$ cat config.mk
export PLATFORM = sky130hd
export DESIGN_NAME = scl_strap_latch
export DESIGN_NICKNAME = d
export VERILOG_FILES = /design/src/logic/scl_strap_latch.v /design/src/logic/scl_sync3.v
export VERILOG_INCLUDE_DIRS = /design/src /design/src/logic
export SDC_FILE = /design/constraint.sdc
export NUM_CORES = 1
export LEC_CHECK = 0
export ABC_AREA = 1
export BUFFER_PORTS_ARGS = -buffer_cell sky130_fd_sc_hd__buf_2
export CAP_MARGIN = 40
export CORE_MARGIN = 4
export CORE_UTILIZATION = 48
export CTS_CLUSTER_DIAMETER = 80
export DETAILED_ROUTE_END_ITERATION = 16
export MAX_ROUTING_LAYER = met4
export PLACE_DENSITY = 0.73
export SETUP_SLACK_MARGIN = 0.05
export SLEW_MARGIN = 10
export SYNTH_ARGS = -nofsm -noshare
export SYNTH_HDL_FRONTEND = slang
export SYNTH_HIERARCHICAL = 1
export SYNTH_SLANG_ARGS = --single-unit
$ cat constraint.sdc
create_clock -name clk -period 1.85 [get_ports clk]
set_clock_uncertainty 0.2 [all_clocks]
set_input_delay 0.2775 -clock clk [delete_from_list [all_inputs] [get_ports clk]]
set_output_delay 0.2775 -clock clk [all_outputs]
set_load 0.01 [all_outputs]
$ cat src/logic/scl_map.vh
`ifndef SCL_MAP_VH
`define SCL_MAP_VH

// field positions in the assembled strap word
`define SCL_BIT_FREQ_LO      0
`define SCL_BIT_FREQ_HI      1
`define SCL_BIT_QDEPTH       2
`define SCL_BIT_PORT_SEL     3
`define SCL_WORD_W           4

// reset values
`define SCL_RST_WORD         4'h0
`define SCL_RST_NEXT_PTR     8'h00

// frequency select encodings
`define SCL_FREQ_100_400     2'h0
`define SCL_FREQ_133_533     2'h1
`define SCL_FREQ_200_800     2'h2
`define SCL_FREQ_RSVD        2'h3

// in-order queue depths
`define SCL_QDEPTH_MIN       4'h1
`define SCL_QDEPTH_MAX       4'hc

// port select values
`define SCL_SEL_VIDEO        1'h0
`define SCL_SEL_GPORT        1'h1

`endif

$ cat src/logic/scl_strap_latch.v
// What this block does
// - strap low gives video mode, high port mode
// - version-three detect forces port select to one
// - select zero disables port, configs go hub
// - video mode: next-pointer reads zero, ignores writes
// - queue-depth bit mirrors strap, depth 1/12
// - frequency field latched at power-good rise, read-only
// - encodings 00/01/10 defined, 11 reserved
`timescale 1ns/1ps
`default_nettype none
`include "scl_map.vh"

module scl_strap_latch (
  input  wire       clk,
  input  wire       rst,
  input  wire       power_good,
  input  wire       add_detect_strap,
  input  wire       queue_depth_strap_pin,
  input  wire [1:0] bus_select_straps,
  input  wire       port_v3_detect_bit,
  input  wire       cfg_to_port,
  input  wire       cap_wr,
  input  wire [7:0] cap_wdata,
  output reg  [3:0] strap_word,
  output reg        graphics_port_select,
  output reg        digital_video_out_mode,
  output reg        graphics_port_enable,
  output reg        cfg_claim_port,
  output reg        cfg_pass_hub_link,
  output reg  [7:0] cap_next_ptr,
  output reg        inorder_queue_depth_bit,
  output reg  [3:0] inorder_queue_depth,
  output reg  [1:0] bus_frequency_select,
  output reg        freq_reserved
);

  ////////////////////////////////////////////////////////////////////////
  // synchronised pins
  wire [4:0] pins_s;

  scl_sync3 #(
    .W (5)
  ) u_sync (
    .clk (clk),
    .rst (rst),
    .d   ({power_good, add_detect_strap, queue_depth_strap_pin, bus_select_straps}),
    .q   (pins_s)
  );

  wire       pg_s     = pins_s[4];
  wire       detect_s = pins_s[3];
  wire       qd_s     = pins_s[2];
  wire [1:0] bsel_s   = pins_s[1:0];

  ////////////////////////////////////////////////////////////////////////
  // power-good edge tracker
  localparam [1:0] PG_LOW  = 2'h1;
  localparam [1:0] PG_HIGH = 2'h2;

  reg [1:0] pg_state_r;
  reg [1:0] pg_state_nxt;
  reg       pg_rise;

  always @* begin
    pg_state_nxt = pg_state_r;
    pg_rise      = 1'h0;
    case (pg_state_r)
      PG_LOW: begin
        if (pg_s) begin
          pg_state_nxt = PG_HIGH;
          pg_rise      = 1'h1;
        end
      end
      PG_HIGH: begin
        if (!pg_s) begin
          pg_state_nxt = PG_LOW;
        end
      end
      default: begin
        pg_state_nxt = PG_LOW;
      end
    endcase
  end

  always @(posedge clk) begin
    if (rst) begin
      pg_state_r <= PG_LOW;
    end else begin
      pg_state_r <= pg_state_nxt;
    end
  end

  ////////////////////////////////////////////////////////////////////////
  // strap capture, one latch per strap bit
  localparam [`SCL_WORD_W-1:0] LAT_RST = `SCL_RST_WORD;

  wire [`SCL_WORD_W-1:0] strap_s = {detect_s, qd_s, bsel_s};
  reg  [`SCL_WORD_W-1:0] strap_lat_r;

  genvar b;
  generate
    for (b = 0; b < `SCL_WORD_W; b = b + 1) begin : g_lat
      always @(posedge clk) begin
        if (rst) begin
          strap_lat_r[b] <= LAT_RST[b];
        end else if (pg_rise) begin
          strap_lat_r[b] <= strap_s[b];
        end
      end
    end
  endgenerate

  wire       detect_lat = strap_lat_r[`SCL_BIT_PORT_SEL];
  wire       qd_lat     = strap_lat_r[`SCL_BIT_QDEPTH];
  wire [1:0] freq_lat   = strap_lat_r[`SCL_BIT_FREQ_HI:`SCL_BIT_FREQ_LO];

  ////////////////////////////////////////////////////////////////////////
  // effective port select, detect bit overrides strap
  wire sel_nxt = port_v3_detect_bit ? `SCL_SEL_GPORT : detect_lat;

  ////////////////////////////////////////////////////////////////////////
  // stored capability pointer, writes dropped in video mode
  reg [7:0] cap_ptr_r;

  always @(posedge clk) begin
    if (rst) begin
      cap_ptr_r <= `SCL_RST_NEXT_PTR;
    end else if (cap_wr && sel_nxt) begin
      cap_ptr_r <= cap_wdata;
    end
  end

  ////////////////////////////////////////////////////////////////////////
  // port mode outputs
  always @(posedge clk) begin
    if (rst) begin
      strap_word             <= `SCL_RST_WORD;
      graphics_port_select   <= `SCL_SEL_VIDEO;
      digital_video_out_mode <= 1'h0;
      graphics_port_enable   <= 1'h0;
    end else begin
      strap_word             <= {sel_nxt, qd_lat, freq_lat};
      graphics_port_select   <= sel_nxt;
      digital_video_out_mode <= ~sel_nxt;
      graphics_port_enable   <= sel_nxt;
    end
  end

  ////////////////////////////////////////////////////////////////////////
  // configuration cycle routing
  always @(posedge clk) begin
    if (rst) begin
      cfg_claim_port    <= 1'h0;
      cfg_pass_hub_link <= 1'h0;
    end else begin
      cfg_claim_port    <= cfg_to_port & sel_nxt;
      cfg_pass_hub_link <= cfg_to_port & ~sel_nxt;
    end
  end

  ////////////////////////////////////////////////////////////////////////
  // capability next pointer, zero in video mode
  always @(posedge clk) begin
    if (rst) begin
      cap_next_ptr <= `SCL_RST_NEXT_PTR;
    end else if (sel_nxt) begin
      cap_next_ptr <= cap_ptr_r;
    end else begin
      cap_next_ptr <= `SCL_RST_NEXT_PTR;
    end
  end

  ////////////////////////////////////////////////////////////////////////
  // in-order queue depth
  always @(posedge clk) begin
    if (rst) begin
      inorder_queue_depth_bit <= 1'h0;
      inorder_queue_depth     <= `SCL_QDEPTH_MIN;
    end else if (qd_lat) begin
      inorder_queue_depth_bit <= 1'h1;
      inorder_queue_depth     <= `SCL_QDEPTH_MAX;
    end else begin
      inorder_queue_depth_bit <= 1'h0;
      inorder_queue_depth     <= `SCL_QDEPTH_MIN;
    end
  end

  ////////////////////////////////////////////////////////////////////////
  // frequency select and reserved code decode
  reg freq_rsvd_nxt;

  always @* begin
    freq_rsvd_nxt = 1'h0;
    case (freq_lat)
      `SCL_FREQ_100_400: begin
        freq_rsvd_nxt = 1'h0;
      end
      `SCL_FREQ_133_533: begin
        freq_rsvd_nxt = 1'h0;
      end
      `SCL_FREQ_200_800: begin
        freq_rsvd_nxt = 1'h0;
      end
      `SCL_FREQ_RSVD: begin
        freq_rsvd_nxt = 1'h1;
      end
      default: begin
        freq_rsvd_nxt = 1'h0;
      end
    endcase
  end

  always @(posedge clk) begin
    if (rst) begin
      bus_frequency_select <= `SCL_FREQ_100_400;
      freq_reserved        <= 1'h0;
    end else begin
      bus_frequency_select <= freq_lat;
      freq_reserved        <= freq_rsvd_nxt;
    end
  end

endmodule

`default_nettype wire

$ cat src/logic/scl_sync3.v
`timescale 1ns/1ps
`default_nettype none

// three-stage synchroniser; change accepted when stages two and three agree
module scl_sync3 #(
  parameter W = 1
) (
  input  wire         clk,
  input  wire         rst,
  input  wire [W-1:0] d,
  output reg  [W-1:0] q
);

  reg [W-1:0] s1_r;
  reg [W-1:0] s2_r;
  reg [W-1:0] s3_r;

  genvar i;
  generate
    for (i = 0; i < W; i = i + 1) begin : g_bit
      always @(posedge clk) begin
        if (rst) begin
          s1_r[i] <= 1'h0;
          s2_r[i] <= 1'h0;
          s3_r[i] <= 1'h0;
          q[i]    <= 1'h0;
        end else begin
          s1_r[i] <= d[i];
          s2_r[i] <= s1_r[i];
          s3_r[i] <= s2_r[i];
          if (s2_r[i] == s3_r[i]) begin
            q[i] <= s3_r[i];
          end
        end
      end
    end
  endgenerate

endmodule

`default_nettype wire

==> results.md <==
* Slowest-stage cell, CP: dfxtp_1
* Clock sink total at 51
* CTS buffer count at 5
* Synth cell types at 18
* Crit-path max FO at 4
* Worst flop-to-flop path endpoint: cap_next_ptr[5]
* CTS H-Tree Depth at 2
* Setup CP Type: register to output port
* Most common cell after layout, fill and taps aside: nor2_1
* Worst setup EP type: output port
* CTS tree: done
* Post-synthesis sequential area ratio at 58.3%
* Via density per instance at 4.17
* Root Buffer: clkbuf_8
* Bufs and invs on worst path at 1
* Peak supply drop at 0.533 mV
* Max_cap viols at 0
* Mapped Cells at 212
* #FFs+latches synth at 51
* Setup-failing EPs final at 0
* Wire per inst at 8.85 µm
* DRT iter0 DRCs at 39
* Avg Cell Area, Syn at 8.26 µm²
* # rows at 21
* PD cells at 1030 nW/µm²
* CP arrival at 790 ps
* Initial Util at 50.9%
* Share of cells above drive strength 1 at 22.7%
* CP required at 1370 ps
* Layout area overhead at 20.0%
* Achievable Freq at 0.790 GHz
* Reg clk slew, reported paths at 80 ps
* Critical Path Max Stage Delay at 350 ps
* Compound-gate portion of the synthesized area at 2.86%
* Clock Path Buffers at 2
* Post-detail-place hpwl at 1.92 mm
* Main combinational cell family by area after synthesis: simple AND/OR/NAND/NOR gates
* Core Area at 3440 µm²
* Commonest non-fill, non-tap cells in the layout: 57 x nor2_1, 51 x dfxtp_1, 42 x inv_1, 41 x buf_2, 19 x nand2_1
* Antenna viol nets, final at 0
* Status: complete, no violations
* Synth Area in Adders at 0%
* Clock Latency Late Sink at 300 ps
* Leakage dissipation at 1.09 nW
* Number of global-route vias before repair at 1,061
* Cell taking the most area after synthesis: dfxtp_1
* CP Launch Point: strap_word[2]
* Antenna diode count at 0
* Overflow after GRT at 0
* PortBufs at 41
* Drt drc at 0
* Setup total negative slack at 0 ps
* Via count at 1,256
* Routability cong. at 0.718
* R2r startpoint: detect_lat
* Tmin final at 1270 ps
* Routed WL at 2.67 mm
* NumNets Final at 272
* Die Wd at 68.4 µm
* Total Routing Usage GR at 13.6%
* Worst Setup EP: inorder_queue_depth[3]
* R2R Setup Slk at 680 ps
* Largest net degree at the start of global routing at 18
* R2r worst-path depth at 4
* Area of the die at 4680 µm²
* Hold Worst Slack at 35.0 ps
* Levels on crit path at 1
* Worst Hold Depth at 2
* Final slew viol count at 0
* Die Span Y at 68.4 µm
* Cell Chain, Critical Path: buf_2
* Initial antenna violation count at 0
* Mapped cell area at 1750 µm²
* Kind of start point of the critical path: register
* Post-synthesis simple-gate area fraction at 22.2%
* Top Family by Delay on Critical Path: flip-flops
* Final period utilization at 68.5%
* First-pass GRT wire length at 4.44 mm
* RSZ-0062 raised after global routing: no
* Yosys warning total at 6
* DR pass1 iterations at 4
* Synth Area in XOR/XNOR at 0%
* Hold crit path type: input pin to register
* Synth area leaders: dfxtp_1 58%, nor2_1 12%, inv_1 9.0%
* Synth top area share at 58.3%
* Num ports at 43
* Mapped Nets at 230
* Post-synthesis mux area share at 0%
* Fin. Hold Viols at 0
## cells in the mapped netlist (all sizes together)
| cell | n |
|---|---|
| nor2 | 59 |
| conb | 1 |
| nand2 | 21 |
| nand3 | 10 |
| o21ai | 5 |
| buf | 13 |
| a21oi | 5 |
| inv | 45 |
| nor3 | 2 |
| dfxtp | 51 |
## cells by family (layout without fill, tap and decap cells)
kind of cell           after synthesis  in the layout
buffers and inverters               58            101
other                                1              1
flip-flops                          51             51
AND/OR/NAND/NOR                     92             92
AO/OA/AOI/OAI                       10             10
## sequential cells by signal, summed over array words and instances, names as in the netlist
register and count:
detect_lat 1, cfg_claim_port 1, freq_reserved 1, qd_lat 1
freq_lat 2, cap_next_ptr 8, inorder_queue_depth 1, cap_ptr_r 8
u_sync/s3_r 5, pg_state_r 2, u_sync/q 5, cfg_pass_hub_link 1
strap_word 4, u_sync/s2_r 5, digital_video_out_mode 1, u_sync/s1_r 5
## cell type report
type,count,area (µm²)
multi-input cells,103,443
fillers,313,1340
clock inverters,3,67.6
clock buffers,5,68.8
inverters,45,171
repair buffers,48,273
flip-flops and latches,51,1020
well taps,46,57.6
## metrics by stage
| step | total power [mW] | utilization (%) | instance area (µm²) | instances | setup slack, ps |
|---|---|---|---|---|---|
| 3_3_place_gp | 1.29 | 55.4 | 1910 | 287 | 651 |
| 3_5_place_dp | 1.29 | 55.4 | 1910 | 287 | 628 |
| 4_1_cts | 2.19 | 61.1 | 2100 | 301 | 562 |
| 5_1_grt | 2.27 | 61.1 | 2100 | 301 | 516 |
| 6_report | 2.17 | 61.1 | 2100 | 301 | 584 |
| 2_1_floorplan | 1.26 | - | 1750 | 212 | 836 |
## how the worst min path moves through the flow
| stage | startpoint | end |
|---|---|---|
| after floorplan | rst | digital_video_out_mode |
| after global placement | u_sync/s1_r[2] | u_sync/s2_r[2] |
| after detailed placement | u_sync/s1_r[2] | u_sync/s2_r[2] |
| after CTS | rst | digital_video_out_mode |
| after global routing | rst | cfg_pass_hub_link |
| final | rst | digital_video_out_mode |
## power breakdown
group          internal [mW]  switching [mW]  leakage, nW
registers               1.13          0.0131        0.416
logic                 0.0564          0.0726        0.608
clock network          0.539           0.353       0.0644
total                   1.73           0.438         1.09
## repair_timing
item                                    4_1_cts  5_1_grt
gates resized for setup                       0        0
hold buffers                                  6        0
buffers inserted                              0        0
endpoints found under the setup margin        0        0
hold endpoints to repair                      6        0
## layer usage
layer	global-route usage, %	vias to the layer above	wire length (µm)
met5	-	-	0
met4	6.70	0	41
met3	6.40	5	219
met2	21.1	35	1200
met1	14.6	531	1210
li1	-	685	-
No activity file was read; power rests on OpenSTA's default activity.
